**src/design/timing_router_pkg.sv**
```systemverilog
// constants shared by the timing signal router and its source selectors
package timing_router_pkg;

  // ------------------------------------------------------------
  // sizes
  // ------------------------------------------------------------
  localparam int NUM_DIO = 8;
  localparam int NUM_PFI = 10;
  localparam int NUM_SIG = 13;
  localparam int SEL_W = 4;

  // ------------------------------------------------------------
  // timing
  // ------------------------------------------------------------
  localparam int CLK_HZ = 40_000_000;
  localparam int TIMEBASE_HZ = 20_000_000;
  // pclk cycles per timebase period; also the width of every strobe pulse
  localparam int TB_DIV_CYCLES = CLK_HZ / TIMEBASE_HZ;

  // ------------------------------------------------------------
  // register byte offsets
  // ------------------------------------------------------------
  localparam logic [7:0] ADDR_DIO_DIR = 8'h00;
  localparam logic [7:0] ADDR_DIO_OUT = 8'h04;
  localparam logic [7:0] ADDR_DIO_IN = 8'h08;
  localparam logic [7:0] ADDR_PFI_OE = 8'h0c;
  localparam logic [7:0] ADDR_CTRL = 8'h10;
  localparam logic [7:0] ADDR_SEL_LO = 8'h14;
  localparam logic [7:0] ADDR_SEL_HI = 8'h18;
  localparam logic [7:0] ADDR_STATUS = 8'h1c;

  // control register fields and reset value
  localparam int CTRL_ANALOG_TRIG_BIT = 0;
  localparam int CTRL_PRETRIG_BIT = 1;
  localparam int CTRL_SCAN_PULSE_EN_BIT = 2;
  localparam int CTRL_STROBE_N_BIT = 3;
  localparam int CTRL_W = 4;
  localparam logic [3:0] CTRL_RESET = 4'h8;
  localparam logic [7:0] DIO_RESET = 8'h00;
  localparam logic [9:0] PFI_OE_RESET = 10'h000;

  // status register fields
  localparam int STAT_ACQUISITION_START_TRIGGER_BIT = 16;
  localparam int STAT_POSTTRIGGER_START_TRIGGER_BIT = 17;

  // ------------------------------------------------------------
  // source select codes: 0..9 pick a function pin
  // ------------------------------------------------------------
  localparam logic [3:0] SEL_INTERNAL = 4'ha;
  localparam logic [3:0] SEL_CTR0 = 4'hb;
  localparam int SEL_PER_WORD = 8;

  // timing signal indices
  localparam int SIG_CONVERT = 0;
  localparam int SIG_UPDATE = 1;
  localparam int SIG_SCAN_START = 2;
  localparam int SIG_ACQ_TRIG = 3;
  localparam int SIG_POST_TRIG = 4;
  localparam int SIG_CTR0_SRC = 5;
  localparam int SIG_CTR0_GATE = 6;
  localparam int SIG_CTR1_SRC = 7;
  localparam int SIG_CTR1_GATE = 8;
  localparam int SIG_WAVE_TRIG = 9;

  // digital lines that steer the counters' count direction
  localparam int DIO_UPDOWN_CTR0 = 6;
  localparam int DIO_UPDOWN_CTR1 = 7;

  // acquisition sequence states
  typedef enum logic [3:0] {
    ACQ_IDLE = 4'b0001,
    ACQ_POSTONLY = 4'b0010,
    ACQ_PRETRIG = 4'b0100,
    ACQ_POSTTRIG = 4'b1000
  } acq_state_type;

endpackage : timing_router_pkg

```
**src/design/timing_source_select.sv**
```systemverilog
// one timing signal source selector: any function pin, internal or counter 0
module timing_source_select
  import timing_router_pkg::*;
#(
  parameter int PINS = NUM_PFI
) (
  input wire logic pclk,
  input wire logic presetn,
  input wire logic [SEL_W-1:0] sel,
  input wire logic [PINS-1:0] pin_in,
  input wire logic internal_src,
  input wire logic counter_zero_output,
  output logic routed_ff
);

  logic nxt_routed;

  initial begin
    if (PINS > int'(SEL_INTERNAL)) begin
      $error("too many pins for select code");
    end
  end

  // pin codes first; unused codes give a quiet low
  always_comb begin
    nxt_routed = 1'b0;
    if (int'(sel) < PINS) begin
      nxt_routed = pin_in[sel];
    end else if (sel == SEL_INTERNAL) begin
      nxt_routed = internal_src;
    end else if (sel == SEL_CTR0) begin
      nxt_routed = counter_zero_output;
    end
  end

  // registered so every routed signal leaves from a flip-flop
  always_ff @(posedge pclk or negedge presetn) begin
    if (!presetn) begin
      routed_ff <= 1'b0;
    end else begin
      routed_ff <= nxt_routed;
    end
  end

endmodule : timing_source_select

```
**src/design/timing_signal_router_dio.sv**
```systemverilog
// timing signal router, function pin drivers and general-purpose digital lines
module timing_signal_router_dio
  import timing_router_pkg::*;
#(
  parameter int DIO_LINES = NUM_DIO,
  parameter int PFI_PINS = NUM_PFI,
  parameter int TIMING_SIGNALS = NUM_SIG
) (
  input wire logic pclk,
  input wire logic presetn,
  input wire logic [7:0] paddr,
  input wire logic psel,
  input wire logic penable,
  input wire logic pwrite,
  input wire logic [31:0] pwdata,
  output logic [31:0] prdata,
  output logic pready,
  output logic pslverr,
  input wire logic [DIO_LINES-1:0] gp_digital_lines_in,
  output logic [DIO_LINES-1:0] gp_digital_lines_out,
  output logic [DIO_LINES-1:0] gp_digital_lines_oe,
  input wire logic [PFI_PINS-1:0] programmable_function_pin_in,
  output logic [PFI_PINS-1:0] programmable_function_pin_out,
  output logic [PFI_PINS-1:0] programmable_function_pin_oe,
  input wire logic sample_interval_terminal_count,
  input wire logic [TIMING_SIGNALS-1:1] internal_timing_src,
  input wire logic counter_zero_output,
  input wire logic acquisition_done,
  output logic [TIMING_SIGNALS-1:0] routed_timing,
  output logic counter_zero_up_down,
  output logic counter_one_up_down,
  output logic analog_trigger_in,
  output logic timebase_tick,
  output logic per_conversion_scan_pulse,
  output logic software_strobe_n,
  output logic acquisition_start_trigger,
  output logic posttrigger_start_trigger
);

  // ------------------------------------------------------------
  // elaboration checks
  // ------------------------------------------------------------
  initial begin
    if (DIO_LINES != NUM_DIO) begin
      $error("need eight digital lines");
    end
    if (PFI_PINS != NUM_PFI) begin
      $error("need ten function pins");
    end
    if (TIMING_SIGNALS != NUM_SIG) begin
      $error("need thirteen timing signals");
    end
  end

  // ------------------------------------------------------------
  // declarations
  // ------------------------------------------------------------
  logic [DIO_LINES-1:0] dio_dir_ff;
  logic [DIO_LINES-1:0] dio_out_ff;
  logic [PFI_PINS-1:0] pfi_oe_ff;
  logic [CTRL_W-1:0] ctrl_ff;
  logic [SEL_W*NUM_SIG-1:0] sel_ff;
  logic [31:0] prdata_ff;
  logic [31:0] nxt_prdata;
  logic [PFI_PINS-1:0] pfi_out_ff;
  logic [PFI_PINS-1:0] nxt_pfi_out;
  logic [PFI_PINS-1:0] pfi_to_selectors;
  logic [TIMING_SIGNALS-1:0] internal_src;
  logic [TIMING_SIGNALS-1:0] routed;
  logic [TIMING_SIGNALS-1:0] routed_prev_ff;
  logic [TIMING_SIGNALS-1:0] routed_rise;
  logic [$clog2(TB_DIV_CYCLES)-1:0] tb_cnt_ff;
  logic tick_ff;
  logic wr_en;
  logic setup;
  logic mapped;
  logic counter_zero_up_down_ff;
  logic counter_one_up_down_ff;
  logic analog_trigger_in_ff;
  logic [3:0] evt;
  logic [3:0] pulse_ff;
  acq_state_type acq_state_ff;
  acq_state_type nxt_acq_state;

  // ------------------------------------------------------------
  // apb slave
  // ------------------------------------------------------------
  // zero wait states; read data is captured in the setup cycle
  assign setup = psel && !penable;
  assign wr_en = psel && penable && pwrite && mapped;
  assign pready = 1'b1;
  assign pslverr = psel && penable && !mapped;
  assign prdata = prdata_ff;

  always_comb begin
    unique case (paddr)
      ADDR_DIO_DIR, ADDR_DIO_OUT, ADDR_DIO_IN, ADDR_PFI_OE: mapped = 1'b1;
      ADDR_CTRL, ADDR_SEL_LO, ADDR_SEL_HI, ADDR_STATUS: mapped = 1'b1;
      default: mapped = 1'b0;
    endcase
  end

  // read multiplexer; reserved bits read as zero
  always_comb begin
    nxt_prdata = 32'h0000_0000;
    unique case (paddr)
      ADDR_DIO_DIR: nxt_prdata[DIO_LINES-1:0] = dio_dir_ff;
      ADDR_DIO_OUT: nxt_prdata[DIO_LINES-1:0] = dio_out_ff;
      ADDR_DIO_IN: nxt_prdata[DIO_LINES-1:0] = gp_digital_lines_in;
      ADDR_PFI_OE: nxt_prdata[PFI_PINS-1:0] = pfi_oe_ff;
      ADDR_CTRL: nxt_prdata[CTRL_W-1:0] = ctrl_ff;
      ADDR_SEL_LO: nxt_prdata = sel_ff[SEL_W*SEL_PER_WORD-1:0];
      ADDR_SEL_HI: nxt_prdata[SEL_W*(NUM_SIG-SEL_PER_WORD)-1:0] = sel_ff[SEL_W*NUM_SIG-1:SEL_W*SEL_PER_WORD];
      ADDR_STATUS: begin
        nxt_prdata[TIMING_SIGNALS-1:0] = routed;
        nxt_prdata[STAT_ACQUISITION_START_TRIGGER_BIT] = acquisition_start_trigger;
        nxt_prdata[STAT_POSTTRIGGER_START_TRIGGER_BIT] = posttrigger_start_trigger;
      end
      default: nxt_prdata = 32'h0000_0000;
    endcase
  end

  always_ff @(posedge pclk or negedge presetn) begin
    if (!presetn) begin
      prdata_ff <= 32'h0000_0000;
    end else if (setup) begin
      prdata_ff <= nxt_prdata;
    end
  end

  // ------------------------------------------------------------
  // digital line registers
  // ------------------------------------------------------------
  // reset clears every direction bit, so no line drives
  always_ff @(posedge pclk or negedge presetn) begin
    if (!presetn) begin
      dio_dir_ff <= DIO_RESET;
      dio_out_ff <= DIO_RESET;
    end else if (wr_en) begin
      if (paddr == ADDR_DIO_DIR) begin
        dio_dir_ff <= pwdata[DIO_LINES-1:0];
      end
      if (paddr == ADDR_DIO_OUT) begin
        dio_out_ff <= pwdata[DIO_LINES-1:0];
      end
    end
  end

  // one enable bit per line, each set alone
  assign gp_digital_lines_oe = dio_dir_ff;
  assign gp_digital_lines_out = dio_out_ff;

  // direction taps read the pins and never touch the line registers
  always_ff @(posedge pclk or negedge presetn) begin
    if (!presetn) begin
      counter_zero_up_down_ff <= 1'b0;
      counter_one_up_down_ff <= 1'b0;
    end else begin
      counter_zero_up_down_ff <= gp_digital_lines_in[DIO_UPDOWN_CTR0];
      counter_one_up_down_ff <= gp_digital_lines_in[DIO_UPDOWN_CTR1];
    end
  end

  assign counter_zero_up_down = counter_zero_up_down_ff;
  assign counter_one_up_down = counter_one_up_down_ff;

  // ------------------------------------------------------------
  // pin enables, control and select registers
  // ------------------------------------------------------------
  // selects reset to the internal source so nothing follows a floating pin
  always_ff @(posedge pclk or negedge presetn) begin
    if (!presetn) begin
      pfi_oe_ff <= PFI_OE_RESET;
      ctrl_ff <= CTRL_RESET;
      sel_ff <= {NUM_SIG{SEL_INTERNAL}};
    end else if (wr_en) begin
      if (paddr == ADDR_PFI_OE) begin
        pfi_oe_ff <= pwdata[PFI_PINS-1:0];
      end
      if (paddr == ADDR_CTRL) begin
        ctrl_ff <= pwdata[CTRL_W-1:0];
      end
      if (paddr == ADDR_SEL_LO) begin
        sel_ff[SEL_W*SEL_PER_WORD-1:0] <= pwdata;
      end
      if (paddr == ADDR_SEL_HI) begin
        sel_ff[SEL_W*NUM_SIG-1:SEL_W*SEL_PER_WORD] <= pwdata[SEL_W*(NUM_SIG-SEL_PER_WORD)-1:0];
      end
    end
  end

  // the strobe level is a register bit, so only a write can move it
  assign software_strobe_n = ctrl_ff[CTRL_STROBE_N_BIT];

  // ------------------------------------------------------------
  // timebase divider
  // ------------------------------------------------------------
  // one-cycle enable at the timebase rate; a free-running count
  always_ff @(posedge pclk or negedge presetn) begin
    if (!presetn) begin
      tb_cnt_ff <= '0;
      tick_ff <= 1'b0;
    end else if (tb_cnt_ff == ($clog2(TB_DIV_CYCLES))'(TB_DIV_CYCLES - 1)) begin
      tb_cnt_ff <= '0;
      tick_ff <= 1'b1;
    end else begin
      tb_cnt_ff <= tb_cnt_ff + 1'b1;
      tick_ff <= 1'b0;
    end
  end

  assign timebase_tick = tick_ff;

  // ------------------------------------------------------------
  // source selection
  // ------------------------------------------------------------
  // pin zero is withheld from the selectors while it feeds the analog trigger
  always_comb begin
    pfi_to_selectors = programmable_function_pin_in;
    if (ctrl_ff[CTRL_ANALOG_TRIG_BIT]) begin
      pfi_to_selectors[0] = 1'b0;
    end
  end

  always_ff @(posedge pclk or negedge presetn) begin
    if (!presetn) begin
      analog_trigger_in_ff <= 1'b0;
    end else begin
      analog_trigger_in_ff <= ctrl_ff[CTRL_ANALOG_TRIG_BIT] & programmable_function_pin_in[0];
    end
  end

  assign analog_trigger_in = analog_trigger_in_ff;

  // the conversion strobe's internal source is the sample interval count
  assign internal_src = {internal_timing_src, sample_interval_terminal_count};

  // each selector sees all pins; shared pins are just fan-out
  genvar s;
  generate
    for (s = 0; s < TIMING_SIGNALS; s++) begin : g_sel
      timing_source_select #(
        .PINS(PFI_PINS)
      ) u_sel (
        .pclk(pclk),
        .presetn(presetn),
        .sel(sel_ff[SEL_W*s +: SEL_W]),
        .pin_in(pfi_to_selectors),
        .internal_src(internal_src[s]),
        .counter_zero_output(counter_zero_output),
        .routed_ff(routed[s])
      );
    end
  endgenerate

  assign routed_timing = routed;

  always_ff @(posedge pclk or negedge presetn) begin
    if (!presetn) begin
      routed_prev_ff <= '0;
    end else begin
      routed_prev_ff <= routed;
    end
  end

  assign routed_rise = routed & ~routed_prev_ff;

  // ------------------------------------------------------------
  // acquisition sequence
  // ------------------------------------------------------------
  // mode is sampled at the start trigger; a done pulse ends any sequence
  always_comb begin
    nxt_acq_state = acq_state_ff;
    unique case (acq_state_ff)
      ACQ_IDLE: begin
        if (routed_rise[SIG_ACQ_TRIG]) begin
          nxt_acq_state = ctrl_ff[CTRL_PRETRIG_BIT] ? ACQ_PRETRIG : ACQ_POSTONLY;
        end
      end
      ACQ_POSTONLY: begin
        if (acquisition_done) begin
          nxt_acq_state = ACQ_IDLE;
        end
      end
      ACQ_PRETRIG: begin
        if (acquisition_done) begin
          nxt_acq_state = ACQ_IDLE;
        end else if (routed_rise[SIG_POST_TRIG]) begin
          nxt_acq_state = ACQ_POSTTRIG;
        end
      end
      ACQ_POSTTRIG: begin
        if (acquisition_done) begin
          nxt_acq_state = ACQ_IDLE;
        end
      end
      default: nxt_acq_state = ACQ_IDLE;
    endcase
  end

  always_ff @(posedge pclk or negedge presetn) begin
    if (!presetn) begin
      acq_state_ff <= ACQ_IDLE;
    end else begin
      acq_state_ff <= nxt_acq_state;
    end
  end

  // first trigger high for the whole sequence, second after post start in pretrigger mode only
  assign acquisition_start_trigger = (acq_state_ff != ACQ_IDLE);
  assign posttrigger_start_trigger = (acq_state_ff == ACQ_POSTTRIG);

  // ------------------------------------------------------------
  // strobe pulse generators
  // ------------------------------------------------------------
  // 0: conversion, 1: update, 2: scan start, 3: per conversion scan pulse
  assign evt[0] = routed_rise[SIG_CONVERT];
  assign evt[1] = routed_rise[SIG_UPDATE];
  assign evt[2] = routed_rise[SIG_SCAN_START];
  assign evt[3] = routed_rise[SIG_CONVERT] & ctrl_ff[CTRL_SCAN_PULSE_EN_BIT];

  // each pulse lasts one timebase period; a new event restarts it
  genvar p;
  generate
    for (p = 0; p < 4; p++) begin : g_pulse
      logic [$clog2(TB_DIV_CYCLES+1)-1:0] left_ff;
      always_ff @(posedge pclk or negedge presetn) begin
        if (!presetn) begin
          left_ff <= '0;
          pulse_ff[p] <= 1'b0;
        end else if (evt[p]) begin
          left_ff <= ($clog2(TB_DIV_CYCLES+1))'(TB_DIV_CYCLES - 1);
          pulse_ff[p] <= 1'b1;
        end else if (left_ff != '0) begin
          left_ff <= left_ff - 1'b1;
        end else begin
          pulse_ff[p] <= 1'b0;
        end
      end
    end
  endgenerate

  // rising edge comes after the conversion event, when the sample is held
  assign per_conversion_scan_pulse = pulse_ff[3];

  // ------------------------------------------------------------
  // function pin drivers
  // ------------------------------------------------------------
  // conversion and update strobes are active low, so the pulse falls
  always_comb begin
    nxt_pfi_out = '0;
    nxt_pfi_out[0] = acquisition_start_trigger;
    nxt_pfi_out[1] = posttrigger_start_trigger;
    nxt_pfi_out[2] = ~pulse_ff[0];
    nxt_pfi_out[3] = routed[SIG_CTR1_SRC];
    nxt_pfi_out[4] = routed[SIG_CTR1_GATE];
    nxt_pfi_out[5] = ~pulse_ff[1];
    nxt_pfi_out[6] = routed[SIG_WAVE_TRIG];
    nxt_pfi_out[7] = pulse_ff[2];
    nxt_pfi_out[8] = routed[SIG_CTR0_SRC];
    nxt_pfi_out[9] = routed[SIG_CTR0_GATE];
  end

  // one cycle later than the strobes; keeps pin data on flip-flops
  always_ff @(posedge pclk or negedge presetn) begin
    if (!presetn) begin
      pfi_out_ff <= '0;
    end else begin
      pfi_out_ff <= nxt_pfi_out;
    end
  end

  // a clear enable leaves the pin undriven while selectors still read it
  assign programmable_function_pin_out = pfi_out_ff;
  assign programmable_function_pin_oe = pfi_oe_ff;

endmodule : timing_signal_router_dio

```
**config.mk**
```make
export PLATFORM = sky130hd
export DESIGN_NAME = timing_signal_router_dio
export DESIGN_NICKNAME = d
export VERILOG_FILES = /design/src/design/timing_router_pkg.sv /design/src/design/timing_source_select.sv /design/src/design/timing_signal_router_dio.sv
export SDC_FILE = /design/constraint.sdc
export NUM_CORES = 1
export LEC_CHECK = 0
export BUFFER_PORTS_ARGS = -buffer_cell sky130_fd_sc_hd__buf_2
export CAP_MARGIN = 10
export CORE_ASPECT_RATIO = 1.1
export CORE_MARGIN = 1.5
export CORE_UTILIZATION = 50
export DETAILED_ROUTE_END_ITERATION = 10
export PLACE_DENSITY = 0.76
export SLEW_MARGIN = 10
export SYNTH_ARGS = -nofsm -noshare
export SYNTH_HDL_FRONTEND = slang
export SYNTH_SLANG_ARGS = --single-unit
```
**constraint.sdc**
```tcl
create_clock -name pclk -period 1.3 [get_ports pclk]
set_input_delay 0.065 -clock pclk [delete_from_list [all_inputs] [get_ports pclk]]
set_output_delay 0.065 -clock pclk [all_outputs]
set_load 0.005 [all_outputs]
```
==> results.md <==
* Clock H-tree levels at 4
* Violated checks: setup timing
* Setup WS post-layout at -0.255 ns
* Final nets at 977
* Met2 usage in global routing at 49.3%
* Post-route setup TNS at -2.20 ns
* Maximum fanout along the worst path at 6
* Multi-input gate area at 3940 um2
* Tmin final at 1.56 ns
* Initial antenna violation count at 0
* Overflow after GRT at 0
* Layout area overhead at 35.1%
* CTS tree: done
* Root Driver: clkbuf_16
* IR drop worst, VDD at 0.852 mV
* Clock sinks at 163
* Largest net degree at the start of global routing at 40
* Distinct cell type count after synthesis at 58
* Clk slew on worst S/H paths at 0.07 ns
* Fraction of registers with async set/reset at 100%
* Vias at 6,546
* CORE AREA at 15,900 um2
* Longest Clk Path Bufs at 2
* Pwr dens at about 1200 nW/um2
* Top-count cell post-synth: dfrtp_1
* Max Clk Rate at 643 MHz
* Mapped Nets at 695
* Layout cells sized above 1 at 55.0%
* Fillers at 1,119
* Register area at 4120 um2
* WHS at roughly 0.025 ns
* Startpoint Class: flip-flop
* WL/cell at 22.1 um
* HP Class: in -> reg
* Final setup fails at 22
* Num rows at between 40 and 50
* Residual DRC count at 0
* DPL Wire Length at 17,300 um
* RSZ-0062 raised after global routing: yes
* Avg Vias per Cell at 5.91
* Fin Clk Skew at 0.00913 ns
* CTS Buf Count at 17
* Area of the die at 17,200 um2
* Flops & latches, synth at 163
* Initial drt markers at 533
* Clock Latency Late Sink at 0.44 ns
* CP Capture Type: output pin
* Status: complete, but fails checks
* Dpl cell area at 9890 um2
* Synthesized area per cell at 13.4 um2
* Antenna Cells at 0
* First-pass GRT wire length at 38,300 um
* CP required at 1.24 ns
* Final Cycle Share at 120%
* Syn Inst Count at 613
* Initial Util at around 52%
* Syn. warnings at 0
* Port bufs at 167
* Met1 Usage GRT at 36.5%
* Hold Fails Final Rpt at 0
* Fin. max-slew vios at 0
* Synth area leader: dfrtp_1
* Share of the synthesized area in the top cell type at roughly two fifths
* Final instance area at 11,100 um2
* DP Worst Slack at -0.541 ns
* Leak Pwr at 5.42 nW
* Post-synth EDFFs at 0
* First-pass DRT Iterations at 5
* Synth cell count leaders: dfrtp_1 (135), mux2_2 (54), mux4_2 (44)
* WL final at roughly 24,000 um
* Top cells by area, synth: dfrtp_1 (41%), mux4_2 (12%), dfstp_2 (9.0%)
* Horiz. Die Dim at ~130 um
* Seq/Total Area, Yosys at between 50% and 60%
* Top Ports at 169
* GRT Util Overall at 29.3%
* Max_cap viols at 0
* WS Path Type: reg -> out
* Met3 Use GR at 6.45%
* Synth Flop Type: dfrtp_1
* Die H at 137 um
* WP data arrival at 1.49 ns
* Area of the mapped netlist at 8210 um2
* Most used routing layer: met2
* Vias in the first global route at 6,981
* Routability cong. at 0.865
* Final core occ at about 70%
* Antenna Violating Nets Remaining at 0
-- through the flow --
| stage | total power [mW] | cells |
|---|---|---|
| after detailed placement | 7.65 | 1027 |
| after global placement | 7.49 | 1027 |
| after floorplan | 6.79 | 613 |
| after global routing | 13.4 | 1107 |
| final | 13.0 | 1107 |
| after CTS | 12.9 | 1103 |
-- layer usage --
layer | vias up | part of all wire, %
met5 | - | 0
met4 | 0 | 3.1
met3 | 64 | 6.7
met2 | 278 | 50
met1 | 3370 | 40
li1 | 2834 | -
-- worst max-delay path, stage by stage, from the launching register on --
cell	delay [ns]
dfrtp_2	0.47
nor4b_4	0.32
buf_4	0.18
buf_6	0.09
-- worst paths after layout --
check	from	to	slack (ns)	cells past startpoint
min in group asynchronous	presetn	programmable_function_pin_out[2]	0.14	2
max in group asynchronous	presetn	sel_ff[3]	0.54	3
min reg2reg	nxt_pfi_out[7]	programmable_function_pin_out[7]	0.36	0
max	acq_state_ff[1]	posttrigger_start_trigger	-0.26	3
min	pwdata[1]	gp_digital_lines_oe[1]	0.02	2
max reg2reg	acq_state_ff[1]	acq_state_ff[1]	-0.19	4
-- where the power goes --
part           internal [mW]  switching (mW)
Sequential              5.44           0.234
Combinational           1.12            1.13
Clock                   3.05            1.99
-- flip-flops by register name, indices dropped and copies added, names as in the netlist, 5 cells and up --
register                       cells
programmable_function_pin_oe      10
g_sel.u_sel.routed_ff             13
sel_ff                            52
programmable_function_pin_out     10
gp_digital_lines_out               8
prdata                            32
routed_prev_ff                     5
gp_digital_lines_oe                8
g_pulse.left_ff                    8
-- final cells by class --
type                       instances  area share (%)
sequential                       163            37.2
clock inverter                     6           0.948
tap                              200            2.26
clock buffer                      25            4.20
timing repair buffer             312            19.3
inverter                          19           0.643
multi-input combinational        382            35.5
-- layout by cell type, fill, tap and decap left out, types with 18 or more instances in the layout --
cell and n:
a22o_1 18, buf_2 165, buf_4 95, dfrtp_1 128
dfstp_2 28, dlygate4sd3_1 36, mux2_2 51, mux2_4 33
mux2i_1 24, mux4_2 44, nand2_1 31, o21ai_1 18
-- timing repair --
item	CTS	global route
cloned	1	0
resized for setup	27	23
endpoints found under the hold margin	212	0
hold buffers	36	0
pin swaps	13	17
buffers inserted	8	4
endpoints found under the setup margin	50	33
-- kinds of logic after synthesis --
group                    count (synthesis)  synth area share, %
flip-flops                             163                 50.1
multiplexers                           153                 28.0
AND/OR/NAND/NOR                        115                 7.99
AO/OA/AOI/OAI                          103                 8.31
buffers and inverters                   69                 4.40
XOR/XNOR                                 5                0.533
adder cells (fa/ha/maj)                  4                0.610
other                                    1               0.0457
Power figures use the tool's default switching activity.
